<file path="src/rtl/aoc_pkg.sv">
// shared constants and types of the accessory output controller
package aoc_pkg;
	// register byte offsets
	localparam logic [7:0] AOC_OFF_CMD = 8'h00;
	localparam logic [7:0] AOC_OFF_PAIR_CFG = 8'h04;
	localparam logic [7:0] AOC_OFF_ONTIME = 8'h08;
	localparam logic [7:0] AOC_OFF_SERVO_CFG = 8'h0C;
	localparam logic [7:0] AOC_OFF_SERVO_POS = 8'h10;
	localparam logic [7:0] AOC_OFF_STATUS = 8'h14;
	localparam logic [7:0] AOC_OFF_SELECT = 8'h18;
	// command register fields: bits 7:0 hold one request bit per output (pair*2+side)
	localparam int AOC_NOUT = 8;
	localparam int AOC_NPAIR = 4;
	// pair config: 2 bits per pair, bit 8 enables fading
	localparam logic [1:0] AOC_MODE_LATCH = 2'h0;
	localparam logic [1:0] AOC_MODE_PULSE = 2'h1;
	localparam logic [1:0] AOC_MODE_BLINK = 2'h2;
	localparam int AOC_FADE_BIT = 8;
	// on-time register: 8-bit count in 10 ms units; zero makes pulsed pairs follow the command
	localparam int AOC_ONTIME_W = 8;
	localparam logic [7:0] AOC_ONTIME_RST = 8'h0A;
	localparam int AOC_CLK_HZ = 20000000;
	localparam int AOC_TICK_MS = 10;
	localparam int AOC_TICK_CYC = AOC_CLK_HZ / 1000 * AOC_TICK_MS;
	// servo frame and pulse figures
	localparam int AOC_FRAME_US = 20000;
	localparam int AOC_PMIN_US = 1000;
	localparam int AOC_PMAX_US = 2000;
	localparam int AOC_FRAME_CYC = AOC_CLK_HZ / 1000000 * AOC_FRAME_US;
	localparam int AOC_PMIN_CYC = AOC_CLK_HZ / 1000000 * AOC_PMIN_US;
	localparam int AOC_PSTEP_CYC = (AOC_CLK_HZ / 1000000 * (AOC_PMAX_US - AOC_PMIN_US)) / 255;
	// servo cfg per servo (byte each): [0] gate pulses at end, [1] power off,
	// [2] power cut at end, [7:4] speed (position steps per frame)
	localparam int AOC_SV_GATE = 0;
	localparam int AOC_SV_PWROFF = 1;
	localparam int AOC_SV_CUT = 2;
	// fade ramp: 8-bit pwm level, stepped every fade tick
	localparam int AOC_FADE_CYC = 2000;
	// mode selector codes
	typedef enum logic [1:0] {
		AOC_SEL_USER = 2'h0,
		AOC_SEL_PULSE = 2'h1,
		AOC_SEL_LATCH = 2'h2
	} aoc_sel_t;
endpackage : aoc_pkg

</file>
<file path="src/rtl/aoc_servo.sv">
// one servo channel: speed-limited travel and 1-2 ms pulse in a 20 ms frame
`timescale 1ns/1ps
module aoc_servo import aoc_pkg::*; (
	// clock and reset
	input wire logic hclk,
	input wire logic hresetn,
	// frame start strobe shared by all channels
	input wire logic frame_start,
	input wire logic [31:0] frame_cnt,
	// configuration
	input wire logic [7:0] target,
	input wire logic [3:0] speed,
	input wire logic gate_at_end,
	input wire logic pwr_off,
	input wire logic cut_at_end,
	// outputs
	output logic pulse_q,
	output logic power_q,
	output logic [7:0] pos_q
);
	logic pulse_d;
	logic power_d;
	logic [7:0] pos_d;
	logic at_end;
	logic [31:0] width;

	always_comb begin
		pos_d = pos_q;
		if (frame_start) begin
			// travel speed: speed 0 jumps at once
			if (speed == 4'h0) begin
				pos_d = target;
			end else if (target > pos_q) begin
				pos_d = (target - pos_q > {4'h0, speed}) ? pos_q + {4'h0, speed} : target;
			end else if (target < pos_q) begin
				pos_d = (pos_q - target > {4'h0, speed}) ? pos_q - {4'h0, speed} : target;
			end
		end
		at_end = (pos_q == target);
		width = 32'(AOC_PMIN_CYC) + 32'(pos_q) * 32'(AOC_PSTEP_CYC);
		// pulse width proportional to position, gated once the lever rests
		pulse_d = (frame_cnt < width) && !(gate_at_end && at_end);
		// supply switched off on demand or at end position
		power_d = !pwr_off && !(cut_at_end && at_end);
	end

	always_ff @(posedge hclk or negedge hresetn) begin
		if (!hresetn) begin
			pulse_q <= 1'b0;
			power_q <= 1'b0;
			pos_q <= 8'h80;
		end else begin
			pulse_q <= pulse_d;
			power_q <= power_d;
			pos_q <= pos_d;
		end
	end

	property p_pulse_max;
		@(posedge hclk) disable iff (!hresetn)
		pulse_q |-> frame_cnt <= 32'(AOC_PMIN_CYC + AOC_PSTEP_CYC * 255 + 1);
	endproperty
	a_pulse_max: assert property (p_pulse_max) else $error("servo pulse longer than 2 ms");
endmodule : aoc_servo

</file>
<file path="src/rtl/aoc_top.sv">
// accessory output controller: four output pairs, two servos, ahb-lite registers
// Behaviour
// - four output pairs plus two servo outputs
// - pair mode latched, pulsed or blinking
// - pulse selector forces pulsed drive
// - latch selector forces latched drive
// - centre selector uses stored pair mode
// - selector never touches servo outputs
// - pulse starts with command, timer loaded
// - pulse lasts on-time minus up to one tick; a partner rise ends it
// - pulse ends at expiry despite command
// - zero on-time follows the command
// - latched output holds until partner commanded
// - latched pair never both on; with fading, both outputs pulse together during a change-over ramp
// - optional fading ramps lamp outputs
// - servo speed and end positions configurable
// - optional pulse stop at end position
// - per-servo supply switch-off control
// - blink alternates with on-time phases
// - servo pulse 1-2 ms every 20 ms
//
// Chosen here: the address map and register access over AHB-Lite.
`timescale 1ns/1ps
module aoc_top import aoc_pkg::*; (
	// clock and reset
	input wire logic hclk,
	input wire logic hresetn,
	// ahb-lite slave
	input wire logic hsel,
	input wire logic [7:0] haddr,
	input wire logic [1:0] htrans,
	input wire logic hwrite,
	input wire logic [2:0] hsize,
	input wire logic [31:0] hwdata,
	input wire logic hready,
	output logic [31:0] hrdata,
	output logic hreadyout,
	output logic hresp,
	// mode selector
	input wire logic forced_pulse_mode,
	input wire logic forced_latch_mode,
	// outputs
	output logic [7:0] out_q,
	output logic [1:0] servo_pulse_q,
	output logic [1:0] servo_power_q
);
	// bus state
	logic wr_pend_q, wr_pend_d;
	logic [7:0] addr_q, addr_d;
	logic [31:0] rdata_q, rdata_d;
	// registers
	logic [7:0] cmd_q, cmd_d;
	logic [8:0] pcfg_q, pcfg_d;
	logic [7:0] ontime_q, ontime_d;
	logic [15:0] scfg_q, scfg_d;
	logic [15:0] spos_q, spos_d;
	// output engine state
	logic [7:0] on_q, on_d;
	logic [7:0] cmd_prev_q, cmd_prev_d;
	logic [7:0] tmr_q [AOC_NPAIR];
	logic [7:0] tmr_d [AOC_NPAIR];
	logic [3:0] blink_ph_q, blink_ph_d;
	logic [31:0] tick_q, tick_d;
	logic [31:0] fdiv_q, fdiv_d;
	logic [7:0] lvl_q [AOC_NOUT];
	logic [7:0] lvl_d [AOC_NOUT];
	logic [7:0] pwm_q, pwm_d;
	logic [7:0] out_d;
	logic [31:0] frame_q, frame_d;
	logic [1:0] mode [AOC_NPAIR];
	logic [7:0] rise;
	logic tick;
	logic ftick;
	logic [15:0] spos_now;
	aoc_sel_t sel;

	assign hresp = 1'b0;
	assign hreadyout = 1'b1;
	assign hrdata = rdata_q;

	always_comb begin
		wr_pend_d = 1'b0;
		addr_d = addr_q;
		rdata_d = rdata_q;
		cmd_d = cmd_q;
		pcfg_d = pcfg_q;
		ontime_d = ontime_q;
		scfg_d = scfg_q;
		spos_d = spos_q;
		if (wr_pend_q) begin
			case (addr_q)
				AOC_OFF_CMD: cmd_d = hwdata[7:0];
				AOC_OFF_PAIR_CFG: pcfg_d = hwdata[8:0];
				AOC_OFF_ONTIME: ontime_d = hwdata[7:0];
				AOC_OFF_SERVO_CFG: scfg_d = hwdata[15:0];
				AOC_OFF_SERVO_POS: spos_d = hwdata[15:0];
				default: ;
			endcase
		end
		if (hsel && hready && htrans[1]) begin
			addr_d = {haddr[7:2], 2'b00};
			wr_pend_d = hwrite;
			if (!hwrite) begin
				case ({haddr[7:2], 2'b00})
					AOC_OFF_CMD: rdata_d = {24'h0, cmd_q};
					AOC_OFF_PAIR_CFG: rdata_d = {23'h0, pcfg_q};
					AOC_OFF_ONTIME: rdata_d = {24'h0, ontime_q};
					AOC_OFF_SERVO_CFG: rdata_d = {16'h0, scfg_q};
					AOC_OFF_SERVO_POS: rdata_d = {16'h0, spos_q};
					AOC_OFF_STATUS: rdata_d = {8'h0, spos_now, on_q};
					AOC_OFF_SELECT: rdata_d = {30'h0, sel};
					default: rdata_d = 32'h0;
				endcase
			end
		end
	end

	always_ff @(posedge hclk or negedge hresetn) begin
		if (!hresetn) begin
			wr_pend_q <= 1'b0;
			addr_q <= 8'h00;
			rdata_q <= 32'h0;
			cmd_q <= 8'h00;
			pcfg_q <= 9'h000;
			ontime_q <= AOC_ONTIME_RST;
			scfg_q <= 16'h0000;
			spos_q <= 16'h8080;
		end else begin
			wr_pend_q <= wr_pend_d;
			addr_q <= addr_d;
			rdata_q <= rdata_d;
			cmd_q <= cmd_d;
			pcfg_q <= pcfg_d;
			ontime_q <= ontime_d;
			scfg_q <= scfg_d;
			spos_q <= spos_d;
		end
	end

	// selector resolution; both forcing pins high counts as pulse
	always_comb begin
		if (forced_pulse_mode) begin
			sel = AOC_SEL_PULSE;
		end else if (forced_latch_mode) begin
			sel = AOC_SEL_LATCH;
		end else begin
			sel = AOC_SEL_USER;
		end
		for (int p = 0; p < AOC_NPAIR; p++) begin
			case (sel)
				AOC_SEL_PULSE: mode[p] = AOC_MODE_PULSE;
				AOC_SEL_LATCH: mode[p] = AOC_MODE_LATCH;
				default: mode[p] = pcfg_q[2*p +: 2];
			endcase
		end
	end

	assign tick = (tick_q == 32'(AOC_TICK_CYC - 1));
	assign ftick = (fdiv_q == 32'(AOC_FADE_CYC - 1));
	assign rise = cmd_q & ~cmd_prev_q;

	always_comb begin
		on_d = on_q;
		blink_ph_d = blink_ph_q;
		cmd_prev_d = cmd_q;
		tick_d = tick ? 32'h0 : tick_q + 32'h1;
		fdiv_d = ftick ? 32'h0 : fdiv_q + 32'h1;
		pwm_d = pwm_q + 8'h01;
		for (int p = 0; p < AOC_NPAIR; p++) begin
			tmr_d[p] = tmr_q[p];
			case (mode[p])
				AOC_MODE_PULSE: begin
					if (ontime_q == 8'h00) begin
						on_d[2*p +: 2] = cmd_q[2*p +: 2];
					end else if (rise[2*p +: 2] != 2'b00) begin
						on_d[2*p +: 2] = rise[2*p +: 2];
						tmr_d[p] = ontime_q;
					end else if (tick && tmr_q[p] != 8'h00) begin
						tmr_d[p] = tmr_q[p] - 8'h01;
						if (tmr_q[p] == 8'h01) begin
							on_d[2*p +: 2] = 2'b00;
						end
					end
				end
				AOC_MODE_BLINK: begin
					if (tick) begin
						if (tmr_q[p] <= 8'h01) begin
							tmr_d[p] = ontime_q;
							blink_ph_d[p] = ~blink_ph_q[p];
						end else begin
							tmr_d[p] = tmr_q[p] - 8'h01;
						end
					end
					on_d[2*p +: 2] = blink_ph_q[p] ? 2'b10 : 2'b01;
				end
				default: begin
					if (rise[2*p]) begin
						on_d[2*p +: 2] = 2'b01;
					end else if (rise[2*p+1]) begin
						on_d[2*p +: 2] = 2'b10;
					end else if (on_q[2*p +: 2] == 2'b11) begin
						on_d[2*p +: 2] = 2'b00;
					end
				end
			endcase
		end
		for (int i = 0; i < AOC_NOUT; i++) begin
			lvl_d[i] = lvl_q[i];
			if (!pcfg_q[AOC_FADE_BIT]) begin
				lvl_d[i] = on_q[i] ? 8'hFF : 8'h00;
			end else if (ftick && on_q[i] && lvl_q[i] != 8'hFF) begin
				lvl_d[i] = lvl_q[i] + 8'h01;
			end else if (ftick && !on_q[i] && lvl_q[i] != 8'h00) begin
				lvl_d[i] = lvl_q[i] - 8'h01;
			end
			out_d[i] = pcfg_q[AOC_FADE_BIT] ? (pwm_q < lvl_q[i]) : on_q[i];
		end
		frame_d = (frame_q == 32'(AOC_FRAME_CYC - 1)) ? 32'h0 : frame_q + 32'h1;
	end

	always_ff @(posedge hclk or negedge hresetn) begin
		if (!hresetn) begin
			on_q <= 8'h00;
			cmd_prev_q <= 8'h00;
			blink_ph_q <= 4'h0;
			tick_q <= 32'h0;
			fdiv_q <= 32'h0;
			pwm_q <= 8'h00;
			out_q <= 8'h00;
			frame_q <= 32'h0;
			for (int p = 0; p < AOC_NPAIR; p++) begin
				tmr_q[p] <= 8'h00;
			end
			for (int i = 0; i < AOC_NOUT; i++) begin
				lvl_q[i] <= 8'h00;
			end
		end else begin
			on_q <= on_d;
			cmd_prev_q <= cmd_prev_d;
			blink_ph_q <= blink_ph_d;
			tick_q <= tick_d;
			fdiv_q <= fdiv_d;
			pwm_q <= pwm_d;
			out_q <= out_d;
			frame_q <= frame_d;
			tmr_q <= tmr_d;
			lvl_q <= lvl_d;
		end
	end

	for (genvar s = 0; s < 2; s++) begin : g_servo
		aoc_servo u_servo (
			.hclk(hclk),
			.hresetn(hresetn),
			.frame_start(frame_q == 32'h0),
			.frame_cnt(frame_q),
			.target(spos_q[8*s +: 8]),
			.speed(scfg_q[8*s+4 +: 4]),
			.gate_at_end(scfg_q[8*s+AOC_SV_GATE]),
			.pwr_off(scfg_q[8*s+AOC_SV_PWROFF]),
			.cut_at_end(scfg_q[8*s+AOC_SV_CUT]),
			.pulse_q(servo_pulse_q[s]),
			.power_q(servo_power_q[s]),
			.pos_q(spos_now[8*s +: 8])
		);
	end

	property p_latch_excl;
		@(posedge hclk) disable iff (!hresetn)
		sel == AOC_SEL_LATCH |=> on_q[1:0] != 2'b11 && on_q[7:6] != 2'b11;
	endproperty
	a_latch_excl: assert property (p_latch_excl) else $error("both latched outputs on");

	property p_latch_set;
		@(posedge hclk) disable iff (!hresetn)
		sel == AOC_SEL_LATCH && rise[0] |=> on_q[1:0] == 2'b01;
	endproperty
	a_latch_set: assert property (p_latch_set) else $error("latched A not set");

	property p_latch_hold;
		@(posedge hclk) disable iff (!hresetn)
		sel == AOC_SEL_LATCH && $past(sel) == AOC_SEL_LATCH && rise[1:0] == 2'b00
		|=> on_q[1:0] == $past(on_q[1:0]);
	endproperty
	a_latch_hold: assert property (p_latch_hold) else $error("latched pair changed");

	property p_pulse_start;
		@(posedge hclk) disable iff (!hresetn)
		sel == AOC_SEL_PULSE && ontime_q != 8'h00 && rise[2]
		|=> on_q[2] && tmr_q[1] == $past(ontime_q);
	endproperty
	a_pulse_start: assert property (p_pulse_start) else $error("pulse did not start");

	property p_pulse_min;
		@(posedge hclk) disable iff (!hresetn)
		sel == AOC_SEL_PULSE && ontime_q != 8'h00 && on_q[0] && tmr_q[0] > 8'h01 && !rise[1]
		&& $stable(sel) |=> on_q[0];
	endproperty
	a_pulse_min: assert property (p_pulse_min) else $error("pulse ended early");

	property p_pulse_end;
		@(posedge hclk) disable iff (!hresetn)
		sel == AOC_SEL_PULSE && ontime_q != 8'h00 && tick && tmr_q[0] == 8'h01 && !rise[0]
		&& !rise[1] |=> !on_q[0];
	endproperty
	a_pulse_end: assert property (p_pulse_end) else $error("pulse outlived timer");

	property p_follow;
		@(posedge hclk) disable iff (!hresetn)
		sel == AOC_SEL_PULSE && ontime_q == 8'h00 |=> on_q[1:0] == $past(cmd_q[1:0]);
	endproperty
	a_follow: assert property (p_follow) else $error("output not following command");

	property p_blink_alt;
		@(posedge hclk) disable iff (!hresetn)
		sel == AOC_SEL_USER && pcfg_q[1:0] == AOC_MODE_BLINK ##1 $stable(pcfg_q)
		|-> on_q[1:0] == 2'b01 || on_q[1:0] == 2'b10;
	endproperty
	a_blink_alt: assert property (p_blink_alt) else $error("blink pair not alternating");

	c_pulse: cover property (@(posedge hclk) disable iff (!hresetn) rise[0] ##1 on_q[0]);
	c_latch: cover property (@(posedge hclk) disable iff (!hresetn)
		sel == AOC_SEL_LATCH && on_q[1:0] == 2'b10);
	c_servo: cover property (@(posedge hclk) disable iff (!hresetn) servo_pulse_q[0]);
endmodule : aoc_top

</file>
<file path="config.mk">
export PLATFORM = sky130hd
export DESIGN_NAME = aoc_top
export DESIGN_NICKNAME = d
export VERILOG_FILES = /design/src/rtl/aoc_pkg.sv /design/src/rtl/aoc_servo.sv /design/src/rtl/aoc_top.sv
export SDC_FILE = /design/constraint.sdc
export NUM_CORES = 1
export LEC_CHECK = 0
export BUFFER_PORTS_ARGS = -buffer_cell sky130_fd_sc_hd__buf_4
export CORE_MARGIN = 2
export CORE_UTILIZATION = 25
export CTS_CLUSTER_DIAMETER = 80
export CTS_CLUSTER_SIZE = 12
export DETAILED_ROUTE_END_ITERATION = 8
export GPL_TIMING_DRIVEN = 0
export HOLD_SLACK_MARGIN = 0.1
export PLACE_DENSITY = 0.49
export SLEW_MARGIN = 0
export SYNTH_ARGS = -nofsm -noshare
export SYNTH_HDL_FRONTEND = slang
export SYNTH_HIERARCHICAL = 1
export SYNTH_SLANG_ARGS = --single-unit
</file>
<file path="constraint.sdc">
create_clock -name hclk -period 10.9 [get_ports hclk]
set_input_delay 0.545 -clock hclk [delete_from_list [all_inputs] [get_ports hclk]]
set_output_delay 0.545 -clock hclk [all_outputs]
set_load 0.005 [all_outputs]
</file>
==> flow_metrics.tcl, run 1 <==
set metrics [dict create \
    cts_resized 0 \
    netlist_top_cells_count "dfrtp_1, ha_1, inv_1, nor2_1, a21oi_1" \
    antenna_left 0 \
    vias 20800 \
    clock-sinks 336 \
    drc_errors 0 \
    numCtsBuffers 37 \
    fin_area_mm2 0.0290 \
    cts_setup_buffers 0 \
    critPathCaptureType "register" \
    synthArstFlopShare_pct 100 \
    synth-seq-cells 336 \
    synth.most_common_cell "dfrtp_1" \
    fin_worst_skew_ns 0.0273 \
    grt_start_max_net_pins 107 \
    synthFlopType "dfrtp_1" \
    rsz0062_at_grt "false" \
    required_ns 11.36 \
    row_count 117 \
    port_buffers 64 \
    gp_congestion 0.824 \
    dp_hpwl_mm 54.4 \
    clkLatencyLatePin_ns 0.59 \
    wl_mm 74.5 \
    fin_nets 3234 \
    period_needed_ns 5.80 \
    cellLeakagePower_nw 13.1 \
    critPathMaxFanout 9 \
    wl_per_cell_um 17.5 \
    hold_depth 2 \
    yosys.area.top_type "dfrtp_1" \
    core_mm2 0.101 \
    grt_pass1_wl_mm 118 \
    max_cap_violations 0 \
    grt_usage_pct 14.2 \
    initial_core_util_pct 25.2 \
    design.die.area_mm2 0.105 \
    place_area_mm2 0.0278 \
    ioPinCount 98 \
    synth_top_area_share_pct 32.4 \
    slew_headroom_pct 13.9 \
    utilization_pct 28.6 \
    setup_viol 0 \
    cts_root_buf "clkbuf_16" \
    max-vdd-ir-drop_uv 106 \
    synth_area_per_cell_um2 9.27 \
    ys_seq_area_share_pct 33.0 \
    worst_setup_path_start_kind "register" \
    yosysUniqueCellTypes 94 \
    grt_pass1_vias 20300 \
    ctsHoldBuffers 1 \
    powerDensity_mw_per_mm2 206 \
    status "completed" \
    yosysWarnings 6 \
    post-route-period-util_pct 53.2 \
    drive_gt1_share_pct 9.90 \
    cts_tree "yes" \
    hold_viol 0 \
    syn_inst 2754 \
    tns_ns 0 \
    grt_overflow 0 \
    drt_pass1_iterations 5 \
    antenna_found_initial 1 \
    max_freq_mhz 173 \
    synth-edff-count 0 \
    viasPerCell 4.89 \
    clockBufferDepth 3 \
    synth_area_leaders "dfrtp_1, ha_1, xnor2_1" \
    path_clk_slew_ns 0.06 \
    hold_path_class "input port to register" \
    area_growth_pct 13.6 \
    worst_ep_arrival_time_ns 6.25 \
    die_w_um 324 \
    dr.first_iter.drc_count 1295 \
    tightest_slew_ns 1.28 \
    critPathKind "register to register" \
    die_h_um 324 \
    syn_area_mm2 0.0255 \
    r2r_cells 20 \
    final_max_slew_viol_count 0 \
    htreeDepth 2 \
]
==> worst max-delay path: stages (launching register included) <==
cell,delay (ns)
dfrtp_1,0.66
inv_1,0.35
fa_1,0.60
inv_1,0.04
ha_1,0.27
ha_1,0.23
fa_1,0.41
a21o_1,0.20
a21oi_1,0.22
nor2b_1,0.09
o311ai_0,0.41
o2bb2ai_1,0.26
xor2_1,0.27
nor2_1,0.11
a21boi_1,0.27
ha_1,0.32
a211oi_1,0.22
nand3_1,0.12
a211oi_1,0.22
o21ai_0,0.12
nor2_1,0.26
==> power breakdown <==
group | leakage, nW | internal (mW) | switching, mW
Sequential | 4.27 | 1.48 | 0.356
Clock | 0.559 | 0.700 | 0.570
Combinational | 8.29 | 1.27 | 1.60
==> cell type report <==
| class | count | area, µm² |
|---|---|---|
| diodes | 1 | 2.50 |
| repair buffers | 68 | 581 |
| inverters | 220 | 826 |
| clock buffers | 49 | 1000 |
| clock inverters | 11 | 148 |
| well taps | 1368 | 1710 |
| flip-flops and latches | 336 | 8420 |
| fillers | 10700 | 72400 |
| plain buffers | 77 | 449 |
| multi-input cells | 2129 | 15900 |
==> per-layer routing <==
layer / vias up / track usage (%) / share of wire (%)
li1: 10200 / - / -
met1: 10100 / 19.7 / 48
met2: 417 / 22.0 / 44
met3: 123 / 2.50 / 4.7
met4: 2 / 5.07 / 3.4
met5: - / 0 / 0.020
==> logic make-up (layout without fill, tap and decap cells) <==
kind of cell | count (synthesis) | in the layout | share of synthesized area, %
and+or+nand+nor | 892 | 892 | 18.3
AOI/OAI and AO/OA | 658 | 658 | 17.8
DFF | 336 | 336 | 33.0
adders and majority gates | 313 | 313 | 16.5
buffers and inverters | 297 | 425 | 4.99
xor gates and xnor gates | 178 | 178 | 6.11
muxes | 78 | 78 | 3.40
other | 2 | 11 | 0.0294
==> through the flow <==
stage	total power, mW	hold WS, ns	worst slack (ns)	instances
after global placement	4.69	0.451	5.12	4194
after global routing	6.53	0.191	4.59	4258
final	5.98	0.213	5.10	4259
after floorplan	3.96	0.249	6.19	2762
after CTS	6.04	0.173	5.08	4258
after detailed placement	4.71	0.432	5.12	4197
==> path summary, 6_finish.rpt <==
check	from	endpoint	slack (ns)
min	hwdata[9]	spos_q[9]	0.21
max in group asynchronous	hresetn	lvl_q[35]	9.04
max	g_servo[0].u_servo/pos_q[1]	g_servo[0].u_servo/pulse_q	5.10
max reg2reg	g_servo[0].u_servo/pos_q[1]	g_servo[0].u_servo/pulse_q	5.10
min reg2reg	fdiv_q[0]	fdiv_q[0]	0.46
min in group asynchronous	hresetn	g_servo[1].u_servo/pulse_q	0.45
==> registers in the layout (all words and copies together) (netlist names), 4 cells and up <==
signal,flops
tick_q,32
pcfg_q,9
on_q,8
tmr_q,32
fdiv_q,32
g_servo.u_servo/pos_q,16
spos_q,16
hrdata,24
addr_q,6
lvl_q,64
pwm_q,8
out_q,8
ontime_q,8
blink_ph_q,4
frame_q,32
scfg_q,16
cmd_prev_d,8
cmd_prev_q,8
==> layout by cell type (no fill, tap or decap), drive strengths merged, types with 11 or more instances in the layout <==
cell | synthesis | final
xnor2 | 110 | 110
nand2 | 158 | 158
and3 | 40 | 40
inv | 218 | 221
nor4 | 62 | 62
or4 | 14 | 14
or3 | 11 | 11
a21oi | 187 | 187
dfrtp | 330 | 330
nand3 | 127 | 127
and2 | 12 | 12
a211oi | 35 | 35
nand2b | 55 | 55
o21a | 20 | 20
a22oi | 31 | 31
mux2 | 69 | 69
nor2b | 29 | 29
a221oi | 14 | 14
nand4 | 51 | 51
a21o | 54 | 54
nor3 | 58 | 58
o21bai | 14 | 14
fa | 38 | 38
nor2 | 216 | 216
xor2 | 68 | 68
a31oi | 22 | 22
or2 | 12 | 12
o21ai | 139 | 139
clkbuf | 40 | 89
buf | 37 | 104
ha | 275 | 275
Power figures use the tool's default switching activity.
==> run 2: changes to the inputs <==
--- a/config.mk
+++ b/config.mk
@@ -5,6 +5,7 @@
 export SDC_FILE = /design/constraint.sdc
 export NUM_CORES = 1
 export LEC_CHECK = 0
+export ABC_AREA = 1
 export BUFFER_PORTS_ARGS = -buffer_cell sky130_fd_sc_hd__buf_4
 export CORE_MARGIN = 2
 export CORE_UTILIZATION = 25
==> constraint.sdc (replaced) <==
create_clock -name hclk -period 5.9 [get_ports hclk]
set_input_delay 0.295 -clock hclk [delete_from_list [all_inputs] [get_ports hclk]]
set_output_delay 0.295 -clock hclk [all_outputs]
set_load 0.005 [all_outputs]
==> flow_metrics.tcl, run 2 <==
set metrics [dict create \
    status "completed" \
    die_w_um 340 \
    design.die.area_mm2 0.116 \
    cts_tree "yes" \
    synth_area_per_cell_um2 7.18 \
    dr.first_iter.drc_count 1590 \
    grt_overflow 0 \
    grt_usage_pct 15.1 \
    power_mw 10.0 \
    largest-register "lvl_q" \
    synthFlopType "dfrtp_1" \
    antenna_found_initial 6 \
    die_h_um 340 \
    fin_nets 4435 \
    grt_pass1_wl_mm 140 \
    cts_resized 0 \
    viasPerCell 4.63 \
    multi_input_comb_area_mm2 0.0172 \
    drc_errors 0 \
    synthArstFlopShare_pct 100 \
    ctsHoldBuffers 24 \
    max-vdd-ir-drop_uv 177 \
    yosysUniqueCellTypes 62 \
    largest_reg_flops 64 \
    path_clk_slew_ns 0.06 \
    post-route-period-util_pct 90.6 \
    numCtsBuffers 38 \
    dp_hpwl_mm 66.8 \
    worst_ep_arrival_time_ns 5.75 \
    tightest_slew_ns 1.03 \
    ioPinCount 98 \
    setup_viol 0 \
    initial_core_util_pct 25.1 \
    worst_setup_path_start_kind "register" \
    syn_inst 3930 \
    max_freq_mhz 187 \
    port_buffers 65 \
    drt_pass1_iterations 5 \
    powerDensity_mw_per_mm2 312 \
    tns_ns 0 \
    critPathMaxFanout 10 \
    wl_per_cell_um 15.7 \
    synth-edff-count 0 \
    slew_headroom_pct 30.7 \
    synth-seq-cells 336 \
    critPathLaunch "g_servo[1].u_servo/pos_q[4]" \
    grt_pass1_vias 24700 \
    clock-sinks 336 \
    clkLatencyLatePin_ns 0.59 \
    rsz0062_at_grt "false" \
    htreeDepth 2 \
    wl_mm 88.0 \
    syn_area_mm2 0.0282 \
    final_max_slew_viol_count 0 \
    synth_top_area_share_pct 29.3 \
    required_ns 6.30 \
    hold_viol 0 \
    period_needed_ns 5.34 \
    netlist_top_cells_count "nand2_1, inv_1, dfrtp_1, nand3_1, nor2_1" \
    final_common_cell "nand2_1" \
    fin_worst_skew_ns 0.0347 \
    area_growth_pct 13.9 \
    mostFrequentLayoutCells "nand2_1, inv_1, dfrtp_1" \
    antennaDiodeCount 0 \
    synth.most_common_cell "nand2_1" \
    row_count 123 \
    reg2reg_from "g_servo[1].u_servo/pos_q[4]" \
    critPathKind "register to register" \
    cts_root_buf "clkbuf_16" \
    yosys.area.top_type "dfrtp_1" \
    seq_area_mm2 0.00842 \
    vias 25900 \
    synth_area_leaders "dfrtp_1, nand2_1, ha_1" \
    max_cap_violations 0 \
    yosysWarnings 6 \
    fillers 12200 \
    gp_congestion 0.867 \
    antenna_left 0 \
    critPathCaptureType "register" \
    ys_seq_area_share_pct 29.8 \
    grt_start_max_net_pins 109 \
    clockBufferDepth 3 \
    drive_gt1_share_pct 6.77 \
    hold_path_class "input port to asynchronous set/reset pin" \
    cellLeakagePower_nw 16.6 \
    core_mm2 0.112 \
    cts_setup_buffers 0 \
]
run 2: cell type report:
cell class | count | share of cell area [%]
sequential | 336 | 26.2
clock buffer | 53 | 3.30
tap | 1500 | 5.84
multi-input combinational | 2944 | 53.7
timing repair buffer | 92 | 2.55
clock inverter | 11 | 0.386
inverter | 599 | 7.02
buffer | 59 | 1.02
run 2: power breakdown:
group / leakage (nW) / switching [mW] / internal, mW
Clock: 0.579 / 1.11 / 1.31
Combinational: 12.0 / 2.62 / 1.60
Sequential: 3.99 / 0.608 / 2.78
run 2: cell families (layout without fill, tap and decap cells):
family          after synthesis  count (layout)  share of synthesized area, %
compound gates              571             571                          11.4
xor+xnor                    153             153                          4.75
fa+ha+maj                   313             313                          14.9
buf+inv                     658             814                          9.15
flops                       336             336                          29.8
mux                           4               4                         0.160
other cells                   2              10                        0.0266
simple gates               1893            1893                          29.8
run 2: final timing paths:
path | endpoint | slack, ns | depth (start not counted)
max | g_servo[1].u_servo/pulse_q | 0.56 | 20
min reg2reg | tick_q[0] | 0.45 | 1
min | tick_q[25] | 0.23 | 2
min in group hclk | hrdata[16] | 0.33 | 5
max in group asynchronous | g_servo[1].u_servo/pos_q[6] | 4.14 | 4
max reg2reg | g_servo[1].u_servo/pulse_q | 0.56 | 20
run 2: routing by layer:
layer  track usage, %  share of wire [%]
met1             21.2                 48
met2             23.6                 44
met3             2.29                5.1
met4             4.66                3.0
met5                0              0.026
run 2: stage by stage:
stage | setup WS (ns) | std cells | instance area [µm²] | utilization, % | hold WS [ns]
6_report | 0.556 | 5594 | 32100 | 28.6 | 0.231
5_1_grt | 0.245 | 5594 | 32100 | 28.6 | 0.261
4_1_cts | 0.531 | 5594 | 32100 | 28.6 | 0.231
3_5_place_dp | 0.537 | 5506 | 30700 | 27.4 | 0.282
3_3_place_gp | 0.538 | 5503 | 30600 | 27.3 | 0.444
2_1_floorplan | 1.66 | 3938 | 28200 | - | -0.000591
run 2: worst max-delay path, stage by stage (launching register included):
cell,delay (ns)
dfrtp_1,0.61
inv_1,0.35
fa_1,0.61
inv_1,0.04
ha_1,0.29
fa_1,0.48
ha_1,0.37
a21oi_1,0.20
nand2_1,0.11
xnor2_1,0.32
nor2_1,0.13
nor2_1,0.17
nand3_1,0.11
nand3_1,0.11
nand2_1,0.08
ha_1,0.28
a21oi_1,0.13
o21ai_0,0.09
a21oi_1,0.12
nand2_1,0.07
a211oi_1,0.50
